## config.mk

```make
export PLATFORM = sky130hd
export DESIGN_NAME = gpc_pin_control
export DESIGN_NICKNAME = d
export VERILOG_FILES = /design/src/shared/gpc_pkg.sv /design/src/core/gpc_out_select.sv /design/src/core/gpc_pin_control.sv
export VERILOG_INCLUDE_DIRS = /design/src /design/src/shared
export SDC_FILE = /design/constraint.sdc
export NUM_CORES = 1
export LEC_CHECK = 0
export BUFFER_PORTS_ARGS = -buffer_cell sky130_fd_sc_hd__buf_4
export CORE_MARGIN = 10
export CORE_UTILIZATION = 60
export DETAILED_ROUTE_END_ITERATION = 16
export PLACE_DENSITY = 0.93
export SYNTH_ARGS = -nofsm -noshare
export SYNTH_HDL_FRONTEND = slang
export SYNTH_SLANG_ARGS = --single-unit
```

## constraint.sdc

```tcl
create_clock -name clk_sys_i -period 4.1 [get_ports clk_sys_i]
set_input_delay 0.205 -clock clk_sys_i [delete_from_list [all_inputs] [get_ports clk_sys_i]]
set_output_delay 0.205 -clock clk_sys_i [all_outputs]
set_load 0.005 [all_outputs]
```

## src/shared/gpc_consts.svh

```systemverilog
// Offsets, field positions and reset values of the general-purpose pin block.
`ifndef GPC_CONSTS_SVH
`define GPC_CONSTS_SVH

`define GPC_PIN_COUNT 7
`define GPC_OPEN_DRAIN_PIN 3
`define GPC_OFS_PIN_LEVEL 8'h0E
`define GPC_OFS_INPUT_DIS 8'h0F
`define GPC_OFS_CTL_FIRST 8'h10
`define GPC_OFS_CTL_LAST 8'h16
`define GPC_OFS_PULLDOWN_DIS 8'hBE

`define GPC_CTL_FUNC_MSB 7
`define GPC_CTL_FUNC_LSB 5
`define GPC_CTL_SRC_MSB 4
`define GPC_CTL_SRC_LSB 2
`define GPC_CTL_VAL_BIT 1
`define GPC_CTL_EN_BIT 0

`define GPC_RST_INPUT_DIS 8'h00
`define GPC_RST_PULLDOWN_DIS 8'h00
`define GPC_RST_CTL 8'h00
`define GPC_UNMAPPED_READ 8'h00

`endif

```

## src/shared/gpc_pkg.sv

```systemverilog
// Types shared by the general-purpose pin block.
package gpc_pkg;

    typedef logic [7:0] gpc_byte_type;

    typedef enum logic [2:0] {
        GPC_SRC_RX0 = 3'b000,
        GPC_SRC_RX1 = 3'b001,
        GPC_SRC_DEV = 3'b100
    } gpc_src_type;

    typedef enum logic [2:0] {
        GPC_DEV_REG_VALUE = 3'b000,
        GPC_DEV_LOCK_OR = 3'b001,
        GPC_DEV_LOCK_AND = 3'b010,
        GPC_DEV_PASS_AND = 3'b011,
        GPC_DEV_FRAME_SYNC = 3'b100,
        GPC_DEV_IRQ_HIGH = 3'b101,
        GPC_DEV_IRQ_LOW = 3'b110
    } gpc_dev_func_type;

endpackage

```

## src/core/gpc_out_select.sv

```systemverilog
// Output function selector for one general-purpose pin.
`timescale 1ns/10ps
`default_nettype none
`include "gpc_consts.svh"

module gpc_out_select (
    input wire gpc_pkg::gpc_byte_type ctl_i,
    input wire logic [7:0] rx_fwd_gpio_i,
    input wire logic [1:0] rx_lock_i,
    input wire logic [1:0] rx_pass_i,
    input wire logic [1:0] rx_frame_valid_i,
    input wire logic [1:0] rx_line_valid_i,
    input wire logic [1:0] rx_port_enable_i,
    input wire logic frame_sync_i,
    input wire logic device_irq_i,
    output logic drive_level_o,
    output logic drive_enable_o
);
    import gpc_pkg::*;

    logic [2:0] func;
    logic [2:0] src;
    logic port;

    assign func = ctl_i[`GPC_CTL_FUNC_MSB:`GPC_CTL_FUNC_LSB];
    assign src = ctl_i[`GPC_CTL_SRC_MSB:`GPC_CTL_SRC_LSB];
    assign port = src[0];
    // When the enable bit is clear the pin is left undriven, except the open-drain pin 3 while an interrupt is pending.
    assign drive_enable_o = ctl_i[`GPC_CTL_EN_BIT];

    always_comb begin
        drive_level_o = 1'b0;
        case (src)
            GPC_SRC_RX0, GPC_SRC_RX1: begin
                // Both receive ports share one decode; the low source bit picks the port.
                case (func)
                    3'b000, 3'b001, 3'b010, 3'b011: begin
                        drive_level_o = rx_fwd_gpio_i[{port, func[1:0]}];
                    end
                    3'b100: begin
                        drive_level_o = rx_lock_i[port];
                    end
                    3'b101: begin
                        drive_level_o = rx_pass_i[port];
                    end
                    3'b110: begin
                        drive_level_o = rx_frame_valid_i[port];
                    end
                    default: begin
                        drive_level_o = rx_line_valid_i[port];
                    end
                endcase
            end
            GPC_SRC_DEV: begin
                case (func)
                    GPC_DEV_REG_VALUE: begin
                        drive_level_o = ctl_i[`GPC_CTL_VAL_BIT];
                    end
                    GPC_DEV_LOCK_OR: begin
                        drive_level_o = |(rx_lock_i & rx_port_enable_i);
                    end
                    GPC_DEV_LOCK_AND: begin
                        drive_level_o = (|rx_port_enable_i) && (&(rx_lock_i | ~rx_port_enable_i));
                    end
                    GPC_DEV_PASS_AND: begin
                        drive_level_o = (|rx_port_enable_i) && (&(rx_pass_i | ~rx_port_enable_i));
                    end
                    GPC_DEV_FRAME_SYNC: begin
                        drive_level_o = frame_sync_i;
                    end
                    GPC_DEV_IRQ_HIGH: begin
                        drive_level_o = device_irq_i;
                    end
                    GPC_DEV_IRQ_LOW: begin
                        drive_level_o = ~device_irq_i;
                    end
                    default: begin
                        drive_level_o = 1'b0;
                    end
                endcase
            end
            default: begin
                // Reserved and unsupported source groups drive low rather than float unknown.
                drive_level_o = 1'b0;
            end
        endcase
    end

endmodule
`default_nettype wire

```

## src/core/gpc_pin_control.sv

```systemverilog
// General-purpose pin block: control registers, pin drivers and level readback.
//
// Overview of operation
// - Seven pins, 0 to 6, handled through byte registers 0x0E to 0x16 and 0xBE.
// - Pin 3 is open drain, shared with interrupt, only pulls low.
// - After reset every pin is input, input path and pulldown enabled.
// - Each pin but 3 has own input-disable and pulldown-disable bits.
// - Input control bit n disables pin n input when set.
// - Level readback register returns every pin level, input or output.
// - Control byte: function 7:5, source 4:2, value 1, enable 0.
// - Source 000, functions 000 to 011 give port 0 forwarded states.
// - Source 000, function 100 gives port 0 lock, 101 pass.
// - Source 000, function 110 gives frame valid, 111 line valid.
// - Source 001 gives the same selections taken from receive port 1.
// - Source 100 function 000 drives the register value bit.
`timescale 1ns/10ps
`default_nettype none
`include "gpc_consts.svh"

module gpc_pin_control #(
    parameter int PIN_COUNT = `GPC_PIN_COUNT,
    parameter int OPEN_DRAIN_PIN = `GPC_OPEN_DRAIN_PIN
) (
    input wire logic clk_sys_i,
    input wire logic rstn_i,
    input wire gpc_pkg::gpc_byte_type reg_addr_i,
    input wire logic reg_wr_i,
    input wire gpc_pkg::gpc_byte_type reg_wdata_i,
    input wire logic reg_rd_i,
    output gpc_pkg::gpc_byte_type reg_rdata_o,
    input wire logic [PIN_COUNT-1:0] pin_in_i,
    output logic [PIN_COUNT-1:0] pin_out_o,
    output logic [PIN_COUNT-1:0] pin_oe_o,
    output logic [PIN_COUNT-1:0] pin_input_en_o,
    output logic [PIN_COUNT-1:0] pin_pulldown_en_o,
    input wire logic [7:0] rx_fwd_gpio_i,
    input wire logic [1:0] rx_lock_i,
    input wire logic [1:0] rx_pass_i,
    input wire logic [1:0] rx_frame_valid_i,
    input wire logic [1:0] rx_line_valid_i,
    input wire logic [1:0] rx_port_enable_i,
    input wire logic frame_sync_i,
    input wire logic device_irq_i
);
    import gpc_pkg::*;

    // Byte registers hold at most seven pins plus the unused top bit, so larger counts are refused.
    if (PIN_COUNT < 1 || PIN_COUNT > 7 || OPEN_DRAIN_PIN < 0
            || OPEN_DRAIN_PIN >= PIN_COUNT) begin : gen_bad_params
        $error("gpc_pin_control: unsupported pin count or open-drain index");
    end

    // Bits that exist in the per-pin input and pulldown registers; the open-drain pin has none.
    localparam logic [7:0] PIN_BITS =
        8'(((1 << PIN_COUNT) - 1) & ~(1 << OPEN_DRAIN_PIN));

    gpc_byte_type input_dis;
    gpc_byte_type pulldown_dis;
    gpc_byte_type ctl [PIN_COUNT];
    gpc_byte_type rdata;
    logic [PIN_COUNT-1:0] drive_out;
    logic [PIN_COUNT-1:0] drive_oe;

    gpc_byte_type next_input_dis;
    gpc_byte_type next_pulldown_dis;
    gpc_byte_type next_ctl [PIN_COUNT];
    gpc_byte_type next_rdata;
    logic [PIN_COUNT-1:0] next_drive_out;
    logic [PIN_COUNT-1:0] next_drive_oe;

    logic [PIN_COUNT-1:0] sel_level;
    logic [PIN_COUNT-1:0] sel_enable;

    function automatic logic is_ctl_addr(input gpc_byte_type addr, input int idx);
        return addr == 8'(`GPC_OFS_CTL_FIRST + idx);
    endfunction

    // Register file: writes and registered read data.
    always_comb begin
        next_input_dis = input_dis;
        next_pulldown_dis = pulldown_dis;
        for (int i = 0; i < PIN_COUNT; i++) begin
            next_ctl[i] = ctl[i];
        end
        next_rdata = rdata;
        if (reg_wr_i) begin
            if (reg_addr_i == `GPC_OFS_INPUT_DIS) begin
                next_input_dis = reg_wdata_i & PIN_BITS;
            end
            if (reg_addr_i == `GPC_OFS_PULLDOWN_DIS) begin
                next_pulldown_dis = reg_wdata_i & PIN_BITS;
            end
            for (int i = 0; i < PIN_COUNT; i++) begin
                if (is_ctl_addr(reg_addr_i, i)) begin
                    next_ctl[i] = reg_wdata_i;
                end
            end
        end
        if (reg_rd_i) begin
            next_rdata = `GPC_UNMAPPED_READ;
            if (reg_addr_i == `GPC_OFS_PIN_LEVEL) begin
                // The pad level is returned regardless of direction, so a driven pin reads back.
                next_rdata = 8'(pin_in_i);
            end
            if (reg_addr_i == `GPC_OFS_INPUT_DIS) begin
                next_rdata = input_dis;
            end
            if (reg_addr_i == `GPC_OFS_PULLDOWN_DIS) begin
                next_rdata = pulldown_dis;
            end
            for (int i = 0; i < PIN_COUNT; i++) begin
                if (is_ctl_addr(reg_addr_i, i)) begin
                    next_rdata = ctl[i];
                end
            end
        end
    end

    always_ff @(posedge clk_sys_i or negedge rstn_i) begin
        if (!rstn_i) begin
            input_dis <= `GPC_RST_INPUT_DIS;
            pulldown_dis <= `GPC_RST_PULLDOWN_DIS;
            for (int i = 0; i < PIN_COUNT; i++) begin
                ctl[i] <= `GPC_RST_CTL;
            end
            rdata <= `GPC_UNMAPPED_READ;
        end else begin
            input_dis <= next_input_dis;
            pulldown_dis <= next_pulldown_dis;
            for (int i = 0; i < PIN_COUNT; i++) begin
                ctl[i] <= next_ctl[i];
            end
            rdata <= next_rdata;
        end
    end

    assign reg_rdata_o = rdata;

    generate
        for (genvar g = 0; g < PIN_COUNT; g++) begin : gen_sel
            gpc_out_select u_sel (
                .ctl_i(ctl[g]),
                .rx_fwd_gpio_i(rx_fwd_gpio_i),
                .rx_lock_i(rx_lock_i),
                .rx_pass_i(rx_pass_i),
                .rx_frame_valid_i(rx_frame_valid_i),
                .rx_line_valid_i(rx_line_valid_i),
                .rx_port_enable_i(rx_port_enable_i),
                .frame_sync_i(frame_sync_i),
                .device_irq_i(device_irq_i),
                .drive_level_o(sel_level[g]),
                .drive_enable_o(sel_enable[g])
            );
        end
    endgenerate

    // Pin drivers are registered once, so a register write shows at the pad one cycle later.
    always_comb begin
        for (int i = 0; i < PIN_COUNT; i++) begin
            if (i == OPEN_DRAIN_PIN) begin
                // Never drives high; pulls low for a selected low level or a pending interrupt.
                next_drive_out[i] = 1'b0;
                next_drive_oe[i] = (sel_enable[i] && !sel_level[i]) || device_irq_i;
            end else begin
                next_drive_out[i] = sel_level[i];
                next_drive_oe[i] = sel_enable[i];
            end
        end
    end

    always_ff @(posedge clk_sys_i or negedge rstn_i) begin
        if (!rstn_i) begin
            drive_out <= '0;
            drive_oe <= '0;
        end else begin
            drive_out <= next_drive_out;
            drive_oe <= next_drive_oe;
        end
    end

    assign pin_out_o = drive_out;
    assign pin_oe_o = drive_oe;
    // Input and pulldown enables follow their registers directly; they are static pad settings.
    assign pin_input_en_o = ~input_dis[PIN_COUNT-1:0];
    assign pin_pulldown_en_o = ~pulldown_dis[PIN_COUNT-1:0];

endmodule
`default_nettype wire

```

==> reports/metrics.cfg <==
[drt]
route.antenna.remaining_nets=0
drcViolationCount=0
drtPass1Iterations=6
wire_per_inst_um=24.1
dr_total_vias=4909
drt_first_iter_violations=622
route.final.wire_length_um=16900
routed_via_density=6.97

[clock_network]
cts_tree=built
cts.path.max_buffers=2
worstSkewPairLatency_ns=0.35
number_of_levels_the_h_tree_was_split_into=3
post_cts_setup_repair_bufs=0
cts.sinks=89
tritoncts.num_buffers=9
cts.reportedPaths.clkPinSlew_ns=0.10
cts-root-buf=sky130_fd_sc_hd__clkbuf_8

[timing]
setup_repair_after_global_routing_missed_its_margin=no
fmaxAchievable_mhz=442
final_cycle_share=0.552
setup_viol=0
timing.final.hold_violations=0
layout_min_cycle_time_ns=2.26
tightestPinTransition_ns=1.11
setup-tns-final_ns=0
clock-skew-final_ns=0.00694
slew-limit-headroom=0.253
timing.final.max_slew_violations=0

[placed_design]
global_placement_routability_congestion=0.975
dp_hpwl_um=12300
port_buffers=79

[setup_path]
timing_worst_setup_path_type=in2reg
end_kind=flip-flop
timing.critical_path.arrival_ns=2.50
critical_path_peak_fanout=16
timing.critical_path.from_type=primary input
timing.critical_path.required_ns=4.34

[yosys]
post_syn_area_per_cell_um2=10.9
netlist_area_um2=5670
synth_edf_count=0
synth_sequential_area_ratio=0.393
post_synth_inst_count=519
synthesis.yosys.warnings=0
synth_flop_cell=sky130_fd_sc_hd__dfrtp_1
synth_cell_types=65
yosys_register_bits=89
post_synth_arst_share=1.00

[status]
status=finished, final reports clean

[floorplanning]
vertical_extent_of_the_die_um=117
core_area_um2=9240
top_level_ports=83
die_x_um=117
die_area_um2=13700
core.rowCount=35
initial_core_util=0.614

[grt]
grt_overflow=0
via_count_of_the_first_global_routing_pass=4759
pin_count_of_the_biggest_net_entering_global_routing=48
grt_pass1_wl_um=26300
number_of_antenna_violations_at_the_first_check_in_global_routing=0
global_route.usage.total=0.248

[power]
power-per-cell-area_nw_per_um2=301
p_leak_nw=2.80
max-vdd-ir-drop_mv=0.150

[cells_and_area]
final_nets=617
drive_gt1_frac=0.360
antenna_cells_inserted=0
fillerInstances=627
fin_util=0.697
area_growth_pct=13.6

[hold_path]
worstHoldPathType=in2reg

[job]
number_of_max_cap_violations=0

[through the flow]
stage	total power [mW]	hold slack (ns)	setup slack (ns)	cell area (um^2)	cells
final	1.94	0.202	1.84	6440	704
after global routing	2.02	0.176	1.74	6440	704
after CTS	1.94	0.173	1.91	6440	704
after detailed placement	1.37	0.231	1.53	6250	687
after global placement	1.36	0.219	1.69	6250	687
after floorplan	1.20	-0.0906	2.13	5680	520
[Yosys cell counts, drive strengths merged, types with 3 or more instances]
| master | number | area [um^2] |
|---|---|---|
| nand3 | 8 | 40.0 |
| nand2 | 27 | 109 |
| nor3 | 13 | 76.3 |
| clkbuf | 32 | 120 |
| or4b | 3 | 30.0 |
| inv | 22 | 82.6 |
| nor2b | 9 | 56.3 |
| buf | 10 | 72.6 |
| a211oi | 5 | 37.5 |
| nor2 | 38 | 145 |
| a22oi | 3 | 22.5 |
| o211ai | 9 | 67.6 |
| o22ai | 3 | 18.8 |
| and3 | 3 | 18.8 |
| mux2 | 73 | 822 |
| o2111ai | 3 | 26.3 |
| o31ai | 3 | 22.5 |
| nand2b | 5 | 31.3 |
| nor4 | 6 | 37.5 |
| nand4 | 9 | 56.3 |
| dfrtp | 89 | 2230 |
| a221oi | 5 | 43.8 |
| mux4 | 30 | 676 |
| nand3b | 6 | 45.0 |
| o32ai | 7 | 61.3 |
| nor3b | 4 | 30.0 |
| mux2i | 17 | 170 |
| a21oi | 21 | 105 |
| a2111oi | 5 | 43.8 |
| o21ai | 13 | 65.1 |
[layout make-up]
class / instances / area, um^2 / area share
multi-input combinational: 366 / 3170 / 0.492
sequential: 89 / 2230 / 0.346
timing repair buffer: 81 / 611 / 0.0948
tap: 129 / 161 / 0.0250
clock buffer: 10 / 138 / 0.0214
inverter: 23 / 86.3 / 0.0134
clock inverter: 6 / 50.0 / 0.00777
[registers in the layout, indices dropped and copies added (netlist names)]
register / cells
ctl: 56
pulldown_dis: 6
input_dis: 6
reg_rdata_o: 8
pin_oe_o: 7
pin_out_o: 6
[worst paths after layout]
kind                                 to  cells after the start      startpoint  slack (ns)
min in group asynchronous  input_dis[0]                      2          rstn_i        0.38
min reg2reg                 pin_oe_o[6]                      0          ctl[0]        0.42
min                             ctl[31]                      2  reg_wdata_i[7]        0.20
max in group asynchronous       ctl[17]                      3          rstn_i        2.69
max reg2reg                pin_out_o[5]                      5         ctl[13]        2.16
max                             ctl[33]                      5   reg_addr_i[7]        1.84
[report_power, final]
group	internal [mW]	switching, mW	total [mW]
combinational	0.188	0.185	0.374
clock	0.245	0.328	0.573
sequential	0.927	0.0681	0.995
total	1.36	0.582	1.94
[logic make-up (layout without fill, tap and decap cells)]
kind of cell	after synthesis	count (layout)	synth area share
simple gates	140	140	0.131
mux	120	120	0.294
compound gates	103	103	0.131
flops	89	89	0.393
buf+inv	65	120	0.0492
other cells	2	3	0.00132
[layout by cell type (no fill, tap or decap), types with 4 or more instances in the layout]
cell	count
sky130_fd_sc_hd__a2111oi_0	5
sky130_fd_sc_hd__a211oi_1	5
sky130_fd_sc_hd__a21oi_1	21
sky130_fd_sc_hd__a221oi_1	5
sky130_fd_sc_hd__buf_4	80
sky130_fd_sc_hd__clkbuf_8	10
sky130_fd_sc_hd__dfrtp_1	89
sky130_fd_sc_hd__inv_1	22
sky130_fd_sc_hd__mux2_2	73
sky130_fd_sc_hd__mux2i_1	17
sky130_fd_sc_hd__mux4_2	30
sky130_fd_sc_hd__nand2_1	26
sky130_fd_sc_hd__nand2b_1	5
sky130_fd_sc_hd__nand3_1	8
sky130_fd_sc_hd__nand3b_1	6
sky130_fd_sc_hd__nand4_1	9
sky130_fd_sc_hd__nor2_1	37
sky130_fd_sc_hd__nor2b_1	9
sky130_fd_sc_hd__nor3_1	12
sky130_fd_sc_hd__nor3b_1	4
sky130_fd_sc_hd__nor4_1	6
sky130_fd_sc_hd__o211ai_1	9
sky130_fd_sc_hd__o21ai_0	13
sky130_fd_sc_hd__o32ai_1	7
[critical path, stage by stage]
cell,delay (ns)
sky130_fd_sc_hd__buf_4,0.14
sky130_fd_sc_hd__or4b_1,0.63
sky130_fd_sc_hd__nor2_2,0.56
sky130_fd_sc_hd__nand4_1,0.53
sky130_fd_sc_hd__mux2_2,0.44
[layer usage]
| metal | up-vias | wire length [um] | track usage |
|---|---|---|---|
| met5 | - | 0 | 0 |
| met4 | 0 | 726 | 0.123 |
| met1 | 2378 | 5940 | 0.309 |
| li1 | 2083 | - | - |
| met2 | 378 | 8400 | 0.412 |
| met3 | 70 | 1870 | 0.0387 |
[what timing repair did]
item	in CTS	in global routing
hold buffers	1	0
endpoints found under the hold margin	42	0
resized for setup	0	0
Power figures use the tool's default switching activity.
